<file path="config.mk">
export PLATFORM = sky130hd
export DESIGN_NAME = dhp_host_port
export DESIGN_NICKNAME = d
export VERILOG_FILES = /design/src/core/dhp_timebase.v /design/src/core/dhp_host_port.v
export VERILOG_INCLUDE_DIRS = /design/src /design/src/core
export SDC_FILE = /design/constraint.sdc
export NUM_CORES = 1
export LEC_CHECK = 0
export BUFFER_PORTS_ARGS = -buffer_cell sky130_fd_sc_hd__buf_2
export CAP_MARGIN = 20
export CELL_PAD_IN_SITES_DETAIL_PLACEMENT = 1
export CELL_PAD_IN_SITES_GLOBAL_PLACEMENT = 1
export CORE_UTILIZATION = 45
export DETAILED_ROUTE_END_ITERATION = 12
export PLACE_DENSITY = 0.8
export REMOVE_ABC_BUFFERS = 1
export SYNTH_ARGS = -nofsm -noshare
export SYNTH_HDL_FRONTEND = slang
export SYNTH_SLANG_ARGS = --single-unit
</file>
<file path="constraint.sdc">
create_clock -name ref_clk -period 3 [get_ports ref_clk]
set_input_delay 0.3 -clock ref_clk [delete_from_list [all_inputs] [get_ports ref_clk]]
set_output_delay 0.3 -clock ref_clk [all_outputs]
set_load 0.03 [all_outputs]
</file>
<file path="src/core/dhp_consts.vh">
// Purpose: Shared constants of the display host memory port
// Assumes: Included by bare name from the core files
// Notes: Definitions only
`ifndef DHP_CONSTS_VH
`define DHP_CONSTS_VH
`define DHP_REGION_INDEX 2'h0
`define DHP_REGION_ROWS 2'h1
`define DHP_REGION_CTRL 2'h2
`define DHP_REGION_CHARS 2'h3
`define DHP_SRC_BIT 7
`define DHP_CTRL_FLASH_EN_BIT 3
`define DHP_CHAR_RESET 8'h20
`define DHP_INDEX_RESET 8'h00
`define DHP_CTRL_RESET 8'h00
`define DHP_GLYPH_ROWS 7
`define DHP_REF_HZ 25000000
`define DHP_OSC_HZ 57000
`define DHP_FLASH_DIV 28672
`endif

</file>
<file path="src/core/dhp_timebase.v">
// Purpose: Internal oscillator emulation and flash phase timebase
// Assumes: ext_tick is a one-cycle pulse per rising edge of the slave clock
// Notes: Flash phase toggles every FLASH_DIV/2 clock ticks, one full period per FLASH_DIV
`include "dhp_consts.vh"
`default_nettype none
module dhp_timebase #(
	parameter integer REF_HZ = `DHP_REF_HZ,
	parameter integer OSC_HZ = `DHP_OSC_HZ,
	parameter integer FLASH_DIV = `DHP_FLASH_DIV
) (
	input wire ref_clk, // System clock
	input wire reset_n, // Async reset, active low
	input wire use_internal, // High: run from internal oscillator
	input wire ext_tick, // Rising edge of external clock
	input wire flash_en, // Flash attribute enabled
	output reg osc_q, // Internal oscillator level
	output reg phase_q // Flash phase, high = hidden
);
	// Half oscillator period rounds down so the oscillator never runs slow
	localparam integer HALF_I = REF_HZ / (2 * OSC_HZ) - 1;
	localparam integer FLASH_I = FLASH_DIV / 2 - 1;
	localparam [15:0] HALF_M1 = HALF_I[15:0];
	localparam [15:0] FLASH_M1 = FLASH_I[15:0];
	reg [15:0] div_q;
	reg [15:0] fl_q;
	wire int_tick;
	wire tick;

	assign int_tick = use_internal & (div_q == HALF_M1) & ~osc_q;
	assign tick = use_internal ? int_tick : ext_tick;

	always @(posedge ref_clk or negedge reset_n) begin
		if (!reset_n) begin
			div_q <= 16'h0000;
			osc_q <= 1'b0;
		end else if (!use_internal) begin
			div_q <= 16'h0000;
			osc_q <= 1'b0;
		end else if (div_q == HALF_M1) begin
			div_q <= 16'h0000;
			osc_q <= ~osc_q;
		end else begin
			div_q <= div_q + 16'h0001;
		end
	end

	always @(posedge ref_clk or negedge reset_n) begin
		if (!reset_n) begin
			fl_q <= 16'h0000;
			phase_q <= 1'b0;
		end else if (!flash_en) begin
			fl_q <= 16'h0000;
			phase_q <= 1'b0;
		end else if (tick) begin
			if (fl_q == FLASH_M1) begin
				fl_q <= 16'h0000;
				phase_q <= ~phase_q;
			end else begin
				fl_q <= fl_q + 16'h0001;
			end
		end
	end
endmodule // dhp_timebase
`default_nettype wire

</file>
<file path="src/core/dhp_host_port.v">
// Purpose: Host bus access to the character store, flash map and custom glyphs
// Assumes: Bus pins are asynchronous to ref_clk and pass two flip-flops first
// Notes: Writes repeat every cycle the write is seen; the last value stands
`include "dhp_consts.vh"
`default_nettype none
module dhp_host_port #(
	parameter integer REF_HZ = `DHP_REF_HZ,
	parameter integer OSC_HZ = `DHP_OSC_HZ,
	parameter integer FLASH_DIV = `DHP_FLASH_DIV
) (
	input wire ref_clk, // 25 MHz system clock
	input wire reset_n, // Async reset, active low
	input wire clock_source_select, // High internal clock, low external
	input wire clk_in, // Clock pin input side
	output wire clk_out, // Clock pin output side
	output wire clk_oe, // Clock pin drive enable
	input wire cs_n, // Chip select, active low
	input wire store_n, // Write strobe, active low
	input wire fetch_n, // Read strobe, active low
	input wire blink_map_select, // Low selects the flash map
	input wire [2:0] position_lines, // Position or row address
	input wire [1:0] region_lines, // Region address
	input wire [7:0] data_in, // Data bus input side
	output reg [7:0] data_out, // Data bus output side
	output wire data_oe, // Data bus drive enable
	output wire [55:0] pos_code, // Per position 7-bit glyph code
	output wire [7:0] pos_custom, // Per position custom glyph flag
	output wire [7:0] pos_lit, // Per position visible after flashing
	input wire [3:0] lookup_glyph, // Custom glyph to look up
	input wire [2:0] lookup_row, // Row to look up
	output reg [4:0] lookup_dots_q // Looked up row dots
);
	reg [2:0] ctl_m_q;
	reg [2:0] ctl_s_q;
	reg [15:0] bus_m_q;
	reg [15:0] bus_s_q;
	reg clk_p_q;
	reg [7:0] chars_q [0:7];
	reg [7:0] flash_q;
	reg [7:0] index_q;
	reg flash_en_q;
	reg [4:0] rows_q [0:127];
	reg [7:0] rd_d;
	reg rd_q;
	integer i;
	wire sel_act;
	wire wr_act;
	wire rd_act;
	wire map_sel_n;
	wire [1:0] region;
	wire [2:0] pos;
	wire [7:0] wdata;
	wire cls_s;
	wire clk_s;
	wire phase;
	wire osc;
	wire [6:0] row_idx;

	// Strobes reset high so no write is seen while the synchroniser fills
	// Pins share stages with the strobes so a write sees coherent bits
	always @(posedge ref_clk or negedge reset_n) begin
		if (!reset_n) begin
			ctl_m_q <= 3'h7;
			ctl_s_q <= 3'h7;
			bus_m_q <= 16'h0000;
			bus_s_q <= 16'h0000;
			clk_p_q <= 1'b0;
		end else begin
			ctl_m_q <= {cs_n, store_n, fetch_n};
			ctl_s_q <= ctl_m_q;
			bus_m_q <= {clock_source_select, clk_in, blink_map_select, region_lines,
				position_lines, data_in};
			bus_s_q <= bus_m_q;
			clk_p_q <= clk_s;
		end
	end

	assign sel_act = ~ctl_s_q[2];
	assign wr_act = sel_act & ~ctl_s_q[1];
	// Both strobes low counts as a write and never drives the bus
	assign rd_act = sel_act & ~ctl_s_q[0] & ctl_s_q[1];
	assign cls_s = bus_s_q[15];
	assign clk_s = bus_s_q[14];
	assign map_sel_n = bus_s_q[13];
	assign region = bus_s_q[12:11];
	assign pos = bus_s_q[10:8];
	assign wdata = bus_s_q[7:0];
	assign row_idx = {index_q[3:0], pos};

	dhp_timebase #(
		.REF_HZ(REF_HZ),
		.OSC_HZ(OSC_HZ),
		.FLASH_DIV(FLASH_DIV)
	) u_timebase (
		.ref_clk(ref_clk),
		.reset_n(reset_n),
		.use_internal(cls_s),
		.ext_tick(clk_s & ~clk_p_q),
		.flash_en(flash_en_q),
		.osc_q(osc),
		.phase_q(phase)
	);

	// Gated so the output side never shows a stale level while taking a clock in
	assign clk_out = osc & cls_s;
	assign clk_oe = cls_s;

	always @(posedge ref_clk or negedge reset_n) begin
		if (!reset_n) begin
			for (i = 0; i < 8; i = i + 1) begin
				chars_q[i] <= `DHP_CHAR_RESET;
			end
			for (i = 0; i < 128; i = i + 1) begin
				rows_q[i] <= 5'h00;
			end
			flash_q <= 8'h00;
			index_q <= `DHP_INDEX_RESET;
			flash_en_q <= 1'b0;
		end else if (wr_act) begin
			if (!map_sel_n) begin
				flash_q[pos] <= wdata[0];
			end else begin
				case (region)
				`DHP_REGION_INDEX: begin
					index_q <= wdata;
				end
				`DHP_REGION_ROWS: begin
					// Row 7 does not exist in a 5x7 glyph
					if (pos < `DHP_GLYPH_ROWS) begin
						rows_q[row_idx] <= wdata[4:0];
					end
				end
				`DHP_REGION_CTRL: begin
					flash_en_q <= wdata[`DHP_CTRL_FLASH_EN_BIT];
				end
				default: begin
					chars_q[pos] <= wdata;
				end
				endcase
			end
		end
	end

	always @* begin
		rd_d = 8'h00;
		if (!map_sel_n) begin
			rd_d = {7'h00, flash_q[pos]};
		end else begin
			case (region)
			`DHP_REGION_INDEX: begin
				rd_d = index_q;
			end
			`DHP_REGION_ROWS: begin
				// Missing row 7 reads back as zero
				if (pos < `DHP_GLYPH_ROWS) begin
					rd_d = {3'h0, rows_q[row_idx]};
				end
			end
			`DHP_REGION_CTRL: begin
				rd_d = {4'h0, flash_en_q, 3'h0};
			end
			default: begin
				rd_d = chars_q[pos];
			end
			endcase
		end
	end

	always @(posedge ref_clk or negedge reset_n) begin
		if (!reset_n) begin
			data_out <= 8'h00;
			rd_q <= 1'b0;
			lookup_dots_q <= 5'h00;
		end else begin
			data_out <= rd_d;
			rd_q <= rd_act;
			// Lookup comes from logic on this clock, so no synchroniser
			if (lookup_row < `DHP_GLYPH_ROWS) begin
				lookup_dots_q <= rows_q[{lookup_glyph, lookup_row}];
			end else begin
				lookup_dots_q <= 5'h00;
			end
		end
	end

	// Enable waits for data_out so stale data never reaches the bus; release stays prompt
	assign data_oe = rd_act & rd_q;

	genvar g;
	generate
		for (g = 0; g < 8; g = g + 1) begin : g_pos
			wire [7:0] ent;
			assign ent = chars_q[g];
			assign pos_custom[g] = ent[`DHP_SRC_BIT];
			assign pos_code[g*7 +: 7] = ent[`DHP_SRC_BIT] ? {3'h0, ent[3:0]} :
				ent[6:0];
			// Phase is held visible while flash is off
			assign pos_lit[g] = ~(flash_en_q & flash_q[g] & phase);
		end
	endgenerate
endmodule // dhp_host_port
`default_nettype wire

</file>
==> results of run 1 <==
## synthesized netlist by cell type (all sizes together), types with 7 or more instances
cell type / count / area (um2)
o2bb2ai: 11 / 96.3
dfstp: 14 / 368
o221ai: 7 / 61.3
a2111oi: 7 / 61.3
o211ai: 11 / 82.6
o31ai: 8 / 60.1
a211oi: 7 / 52.6
o22ai: 21 / 131
nand2: 184 / 693
buf: 149 / 908
nor3: 12 / 70.1
inv: 14 / 52.6
nand3: 30 / 150
o21ai: 44 / 220
clkbuf: 203 / 762
mux2i: 54 / 541
and3: 8 / 50.1
mux2: 684 / 7700
a22oi: 105 / 788
a221oi: 68 / 596
mux4: 215 / 4840
nand4: 18 / 113
xnor2: 8 / 70.1
nand2b: 7 / 43.8
dfrtp: 794 / 19900
a22o: 39 / 342
nor2b: 39 / 244
a21oi: 64 / 324
a31oi: 14 / 87.6
a221o: 16 / 160
and2: 10 / 62.6
xor2: 18 / 158
nor2: 117 / 452
## flip-flops by register name, indices dropped and copies added (netlist names)
name,count
u_timebase.osc_q,1
index_q,8
data_out,8
rd_q,1
flash_en_q,1
ctl_s_q,3
flash_q,8
bus_s_q,16
u_timebase.phase_q,1
lookup_dots_q,5
clk_p_q,1
ctl_m_q,3
u_timebase.div_q,16
rows_q,640
u_timebase.fl_q,16
g_pos.ent,64
bus_m_q,16
## metrics by stage
stage,utilization,hold WS [ns],power (uW),TNS [ns],std cells
finish,0.525,0.123,26400,-0.0596,4446
global route,0.525,0.114,27000,-0.182,4445
CTS,0.523,0.0709,26200,0,4427
detailed placement,0.486,0.336,14800,-0.240,4247
global placement,0.486,0.327,14600,-0.130,4247
floorplan,-,0.00441,12900,-1710.19,2717
## cell families after synthesis
logic type	after synthesis	synth area share
AOI/OAI and AO/OA	456	0.0826
xor gates and xnor gates	26	0.00558
adders and majority gates	3	0.000920
buffers and inverters	368	0.0424
DFF	808	0.496
muxes	953	0.321
and+or+nand+nor	455	0.0517
## area by class of cell
cell class | count | area, um2
repair buffers | 392 | 3370
clock buffers | 124 | 2510
fillers | 8709 | 42700
diodes | 1 | 2.50
clock inverters | 36 | 543
inverters | 16 | 60.1
well taps | 1176 | 1470
flip-flops and latches | 808 | 20300
multi-input cells | 1893 | 18900
## layer usage
metal / track usage / vias up / share of wire
li1: - / 11800 / -
met3: 0.0990 / 589 / 0.10
met5: 0 / - / 0.00037
met1: 0.429 / 16100 / 0.37
met2: 0.520 / 2104 / 0.46
met4: 0.200 / 8 / 0.065
## placed cells by master, fill, tap and decap left out, types with 20 or more instances in the layout
cell and instances:
a21oi_1 63, a221oi_1 64, a22o_1 39, a22oi_1 105
buf_12 49, buf_2 111, buf_4 203, clkbuf_16 87
dfrtp_1 786, dlygate4sd3_1 20, mux2_2 683, mux2i_1 54
mux4_2 215, nand2_1 183, nand3_1 30, nor2_1 108
nor2b_1 36, o21ai_0 36, o22ai_1 21
## power by group through the flow
stage | registers (uW) | clock network [uW] | logic [uW]
after floorplan | 11800 | 0 | 1130
after global placement | 11700 | 0 | 2940
after detailed placement | 11700 | 0 | 3030
after CTS | 11500 | 11600 | 3090
after global routing | 11600 | 12100 | 3330
final | 11600 | 11600 | 3230
## path summary, 6_finish.rpt
kind                       cells after the start            endpoint            start  slack (ns)
min in group asynchronous                      2  u_timebase.phase_q          reset_n        0.18
min reg2reg                                    0          bus_s_q[4]       bus_m_q[4]        0.35
max reg2reg                                   10         data_out[1]       bus_s_q[9]       -0.06
min                                            3    lookup_dots_q[2]  lookup_glyph[3]        0.12
max                                           10         data_out[1]       bus_s_q[9]       -0.06
max in group asynchronous                      3          rows_q[97]          reset_n        1.72
## worst max-delay path, stage by stage, from the launching register on
cell,delay (ns)
dfrtp_4,0.54
clkbuf_2,0.19
and2_1,0.23
buf_4,0.24
a221oi_1,0.38
o22ai_1,0.16
nand2b_1,0.16
nand4_1,0.38
a2111oi_2,0.42
buf_4,0.16
a31oi_1,0.07
## repair_timing
item                                    CTS  global route
resized for setup                        10            19
endpoints found under the hold margin    64             0
hold buffers                             20             0
endpoints found under the setup margin    3             8
pin swaps                                 1             4
buffers inserted                          0            18
==> run_results.csv, run 1 <==
group,metric,value,unit
global_route,grt_max_degree,79,
timing,timing.fmax,327,MHz
finish,finalInstanceArea,47200,um2
power,p_sw_frac,0.280,
routing,vias_per_cell,6.88,
critical_path,critPathLaunchType,"flop",
cts,h-tree-depth,3,
floorplanning,start_util,0.454,
power,p_clk_frac,0.439,
global_route,grt_pass1_vias,32900,
routing,vias,30600,
routing,drt_iter0_drc,3787,
critical_path,cp_max_fo,7,
synthesis,syn_avg_cell_area,13.3,um2
critical_path,end_kind,"flop",
routing,drc,0,
power,switching_power,7370,uW
power,p_leak,0.0218,uW
synthesis,ys_ff_latch,808,
timing,slew_headroom,0.299,
place,pre_cts_ws,-0.239,ns
floorplanning,io_pins,116,
global_route,antenna_found_initial,6,
critical_path,arrival,3.59,ns
power,power.density,559,nW/um2
critical_path,required,3.53,ns
timing,period_minus_slack,3.06,ns
run,max_cap_viol_count,0,
synthesis,synthArstFlopShare,1.00,
timing,setup_viol,1,
cts,cts_tree,"built",
routing,detail_route.wl_per_cell,34.7,um
floorplanning,dieArea,91900,um2
global_route,grt_pass1_wl,229000,um
synthesis,synth_seq_area_share,0.496,
synthesis,synth_area,40800,um2
place,dp_hpwl,103000,um
finish,syn_to_final_growth,15.6,%
timing,fin_crit_sh,1.02,
finish,drive_gt1_frac,0.452,
place,portBuffers,115,
worst_hold_path,min_path_type,"primary input to flop",
power,vdd_drop_max,0.496,mV
cts,insertion_delay,0.68,ns
synthesis,ys.flop_type,"dfrtp_1",
routing,postRouteAntennaNets,0,
power,p_int,19000,uW
synthesis,synth_cells,3069,
routing,drt_wl_total,154000,um
synthesis,synthDistinctLibCells,71,
power,power_frac_seq,0.439,
outcome,status,"complete, but fails checks",
timing,worst_clock_skew,0.0381,ns
timing,hold_violations,0,
timing,tightest_slew,1.04,ns
timing,rsz0062_at_grt,"yes",
place,gp_congestion,0.972,
global_route,track_usage,0.339,
routing,drt_first_pass_iters,8,
cts,cts_buffers,87,
outcome,violations,"setup timing",
power,p_comb_frac,0.122,
global_route,gr-total-overflow,0,
floorplanning,dieWidth,303,um
synthesis,synth_edf_count,0,
cts,cts_buffer_depth,3,
cts,clk_pin_slew_worst_paths,0.07,ns
floorplanning,num_rows,110,
timing,setup_slack,-0.0596,ns
cts,numClockSinks,808,
critical_path,criticalPathCategory,"flop to flop",
synthesis,yosysWarnings,0,
place,dpl_cell_area,43700,um2
timing,slew_viol_final,0,
floorplanning,die_h,303,um
finish,finalNetCount,3229,
floorplanning,core,89900,um2
cts,cts_root_buffer,"clkbuf_16",
Note: power is estimated with default switching activity, not from simulation.
==> run 2, diff against run 1 <==
CAP_MARGIN = 0   (was 20)
PLACE_DENSITY = 0.83   (was 0.8)
clock period = 2.7 ns   (was 3 ns; I/O delays follow)
==> run_results.csv, run 2 (synthesis gave the netlist of run 1 again) <==
group,metric,value,unit
global_route,antenna_found_initial,6,
timing,period_minus_slack,2.92,ns
worst_hold_path,hold_depth,3,
critical_path,cp_max_fo,7,
global_route,grt_pass1_wl,236000,um
timing,setup_viol,137,
floorplanning,dieWidth,303,um
power,vdd_drop_max,0.514,mV
cts,clk_pin_slew_worst_paths,0.07,ns
power,p_int,21200,uW
routing,drc,0,
cts,cts_root_buffer,"clkbuf_16",
timing,fin_crit_sh,1.08,
finish,finalInstanceArea,48700,um2
place,portBuffers,115,
routing,drt_iter0_drc,4169,
finish,final_common_cell,"dfrtp_1",
timing,tightest_slew,1.12,ns
floorplanning,dieArea,91900,um2
critical_path,regToRegSetupSlack,-0.22,ns
place,gp_congestion,0.948,
power,power.density,609,nW/um2
global_route,gr-total-overflow,0,
critical_path,required,3.29,ns
global_route,grt_max_degree,123,
critical_path,arrival,3.51,ns
worst_hold_path,min_to,"lookup_dots_q[1]",
cts,insertion_delay,0.69,ns
finish,fin_cells,4555,
routing,drt_first_pass_iters,8,
timing,worst_clock_skew,0.0452,ns
finish,drive_gt1_frac,0.497,
place,dpl.cell_count,4322,
worst_hold_path,worst_hold_startpoint,"lookup_glyph[3]",
power,p_leak,0.0225,uW
power,power_frac_seq,0.433,
place,dp_hpwl,105000,um
cts,cts_tree,"built",
timing,timing.fmax,343,MHz
power,p_sw_frac,0.285,
power,switching_power,8440,uW
critical_path,end_kind,"flop",
finish,most-common-layout-cells,"dfrtp_1, mux2_2, buf_4, mux4_2, nand2_1",
place,dpl_cell_area,44300,um2
timing,hold_violations,0,
cts,numClockSinks,808,
routing,drt_wl_total,164000,um
timing,fin_hold_ws,0.131,ns
worst_hold_path,min_path_type,"primary input to flop",
routing,postRouteAntennaNets,0,
routing,vias_per_cell,6.97,
cts,h-tree-depth,3,
power,p_comb_frac,0.134,
cts,cts_buffers,87,
routing,detail_route.wl_per_cell,35.9,um
cts,cts_buffer_depth,3,
floorplanning,core,89900,um2
finish,regMostFlops,"rows_q",
timing,setup_slack,-0.219,ns
floorplanning,die_h,303,um
finish,finalNetCount,3337,
finish,syn_to_final_growth,19.3,%
critical_path,criticalPathCategory,"flop to flop",
floorplanning,io_pins,116,
timing,slew_viol_final,0,
power,p_clk_frac,0.433,
critical_path,critPathLaunchType,"flop",
floorplanning,start_util,0.454,
floorplanning,num_rows,110,
run,max_cap_viol_count,0,
timing,rsz0062_at_grt,"yes",
critical_path,rr_startpoint,"bus_s_q[10]",
outcome,violations,"setup timing",
global_route,grt_pass1_vias,33600,
routing,vias,31800,
finish,largest_reg_flops,640,
timing,slew_headroom,0.249,
global_route,track_usage,0.353,
critical_path,ff2ff_path_depth,13,
critical_path,r2r_end,"data_out[3]",
outcome,status,"complete, but fails checks",
-- run 2: cell types whose count changed in the layout (fill, tap and decap cells not counted), moves of 8 or more --
cell | before | now
a221oi_1 | 64 | 49
a221oi_2 | 4 | 17
buf_4 | 203 | 284
buf_6 | 2 | 19
nand2_1 | 183 | 145
nand2_2 | 1 | 39
nor2_1 | 108 | 100
-- run 2: metal layers --
metal,global-route usage,up-vias,share of wire
met2,0.538,2546,0.46
met3,0.109,768,0.12
met5,0,-,0.00053
li1,-,12000,-
met4,0.225,12,0.073
met1,0.438,16400,0.35
-- run 2: worst max-delay path by stage --
stage                 from           to  slack [ns]  depth (start not counted)
2_1_floorplan   bus_s_q[8]  data_out[3]       -4.31                          7
3_3_place_gp    bus_s_q[9]  data_out[1]       -0.25                          9
3_5_place_dp    bus_s_q[9]  data_out[2]       -0.29                          7
4_1_cts         bus_s_q[8]  data_out[3]        -0.1                         11
5_1_grt        bus_s_q[10]  data_out[4]       -0.28                         10
6_report       bus_s_q[10]  data_out[3]       -0.22                         13
-- run 2: cell type report --
| class | count | area (um2) |
|---|---|---|
| clock buffers | 124 | 2470 |
| multi-input cells | 1893 | 19400 |
| inverters | 16 | 60.1 |
| diodes | 3 | 7.51 |
| clock inverters | 35 | 532 |
| repair buffers | 500 | 4400 |
| flip-flops and latches | 808 | 20300 |
| well taps | 1176 | 1470 |
| fillers | 8740 | 41200 |
-- run 2: what timing repair did --
action                                  4_1_cts  5_1_grt
endpoints found under the hold margin        64        0
resized for setup                            41      140
endpoints found under the setup margin      262      177
pin swaps                                     9       40
hold buffers                                 20        0
cloned                                        0        3
buffers inserted                             15       35
-- run 2: critical path, stage by stage (launching register included) --
cell      delay [ns]
dfrtp_4         0.51
buf_12          0.15
buf_12          0.12
buf_12          0.14
buf_16          0.15
buf_4           0.13
mux2i_1         0.13
nor2_1          0.17
a21oi_1         0.08
o221ai_1        0.49
buf_4           0.21
nand4_1         0.15
and3_1          0.23
a31oi_1         0.16
-- run 2: power by group through the flow --
stage	Sequential, uW	Combinational (uW)	Clock [uW]
4_1_cts	12800	3640	12900
6_report	12800	3980	12800
2_1_floorplan	13100	1260	0
3_5_place_dp	13000	3480	0
3_3_place_gp	13000	3390	0
5_1_grt	12800	4080	13400
-- run 2: metrics by stage --
stage	total power, uW	util	setup slack [ns]	TNS [ns]
floorplan	14300	-	-4.31	-1902.19
global placement	16400	0.493	-0.246	-3.97
detailed placement	16500	0.493	-0.292	-10.08
CTS	29300	0.531	-0.0998	-0.266
global route	30300	0.541	-0.279	-7.94
finish	29600	0.541	-0.219	-4.84
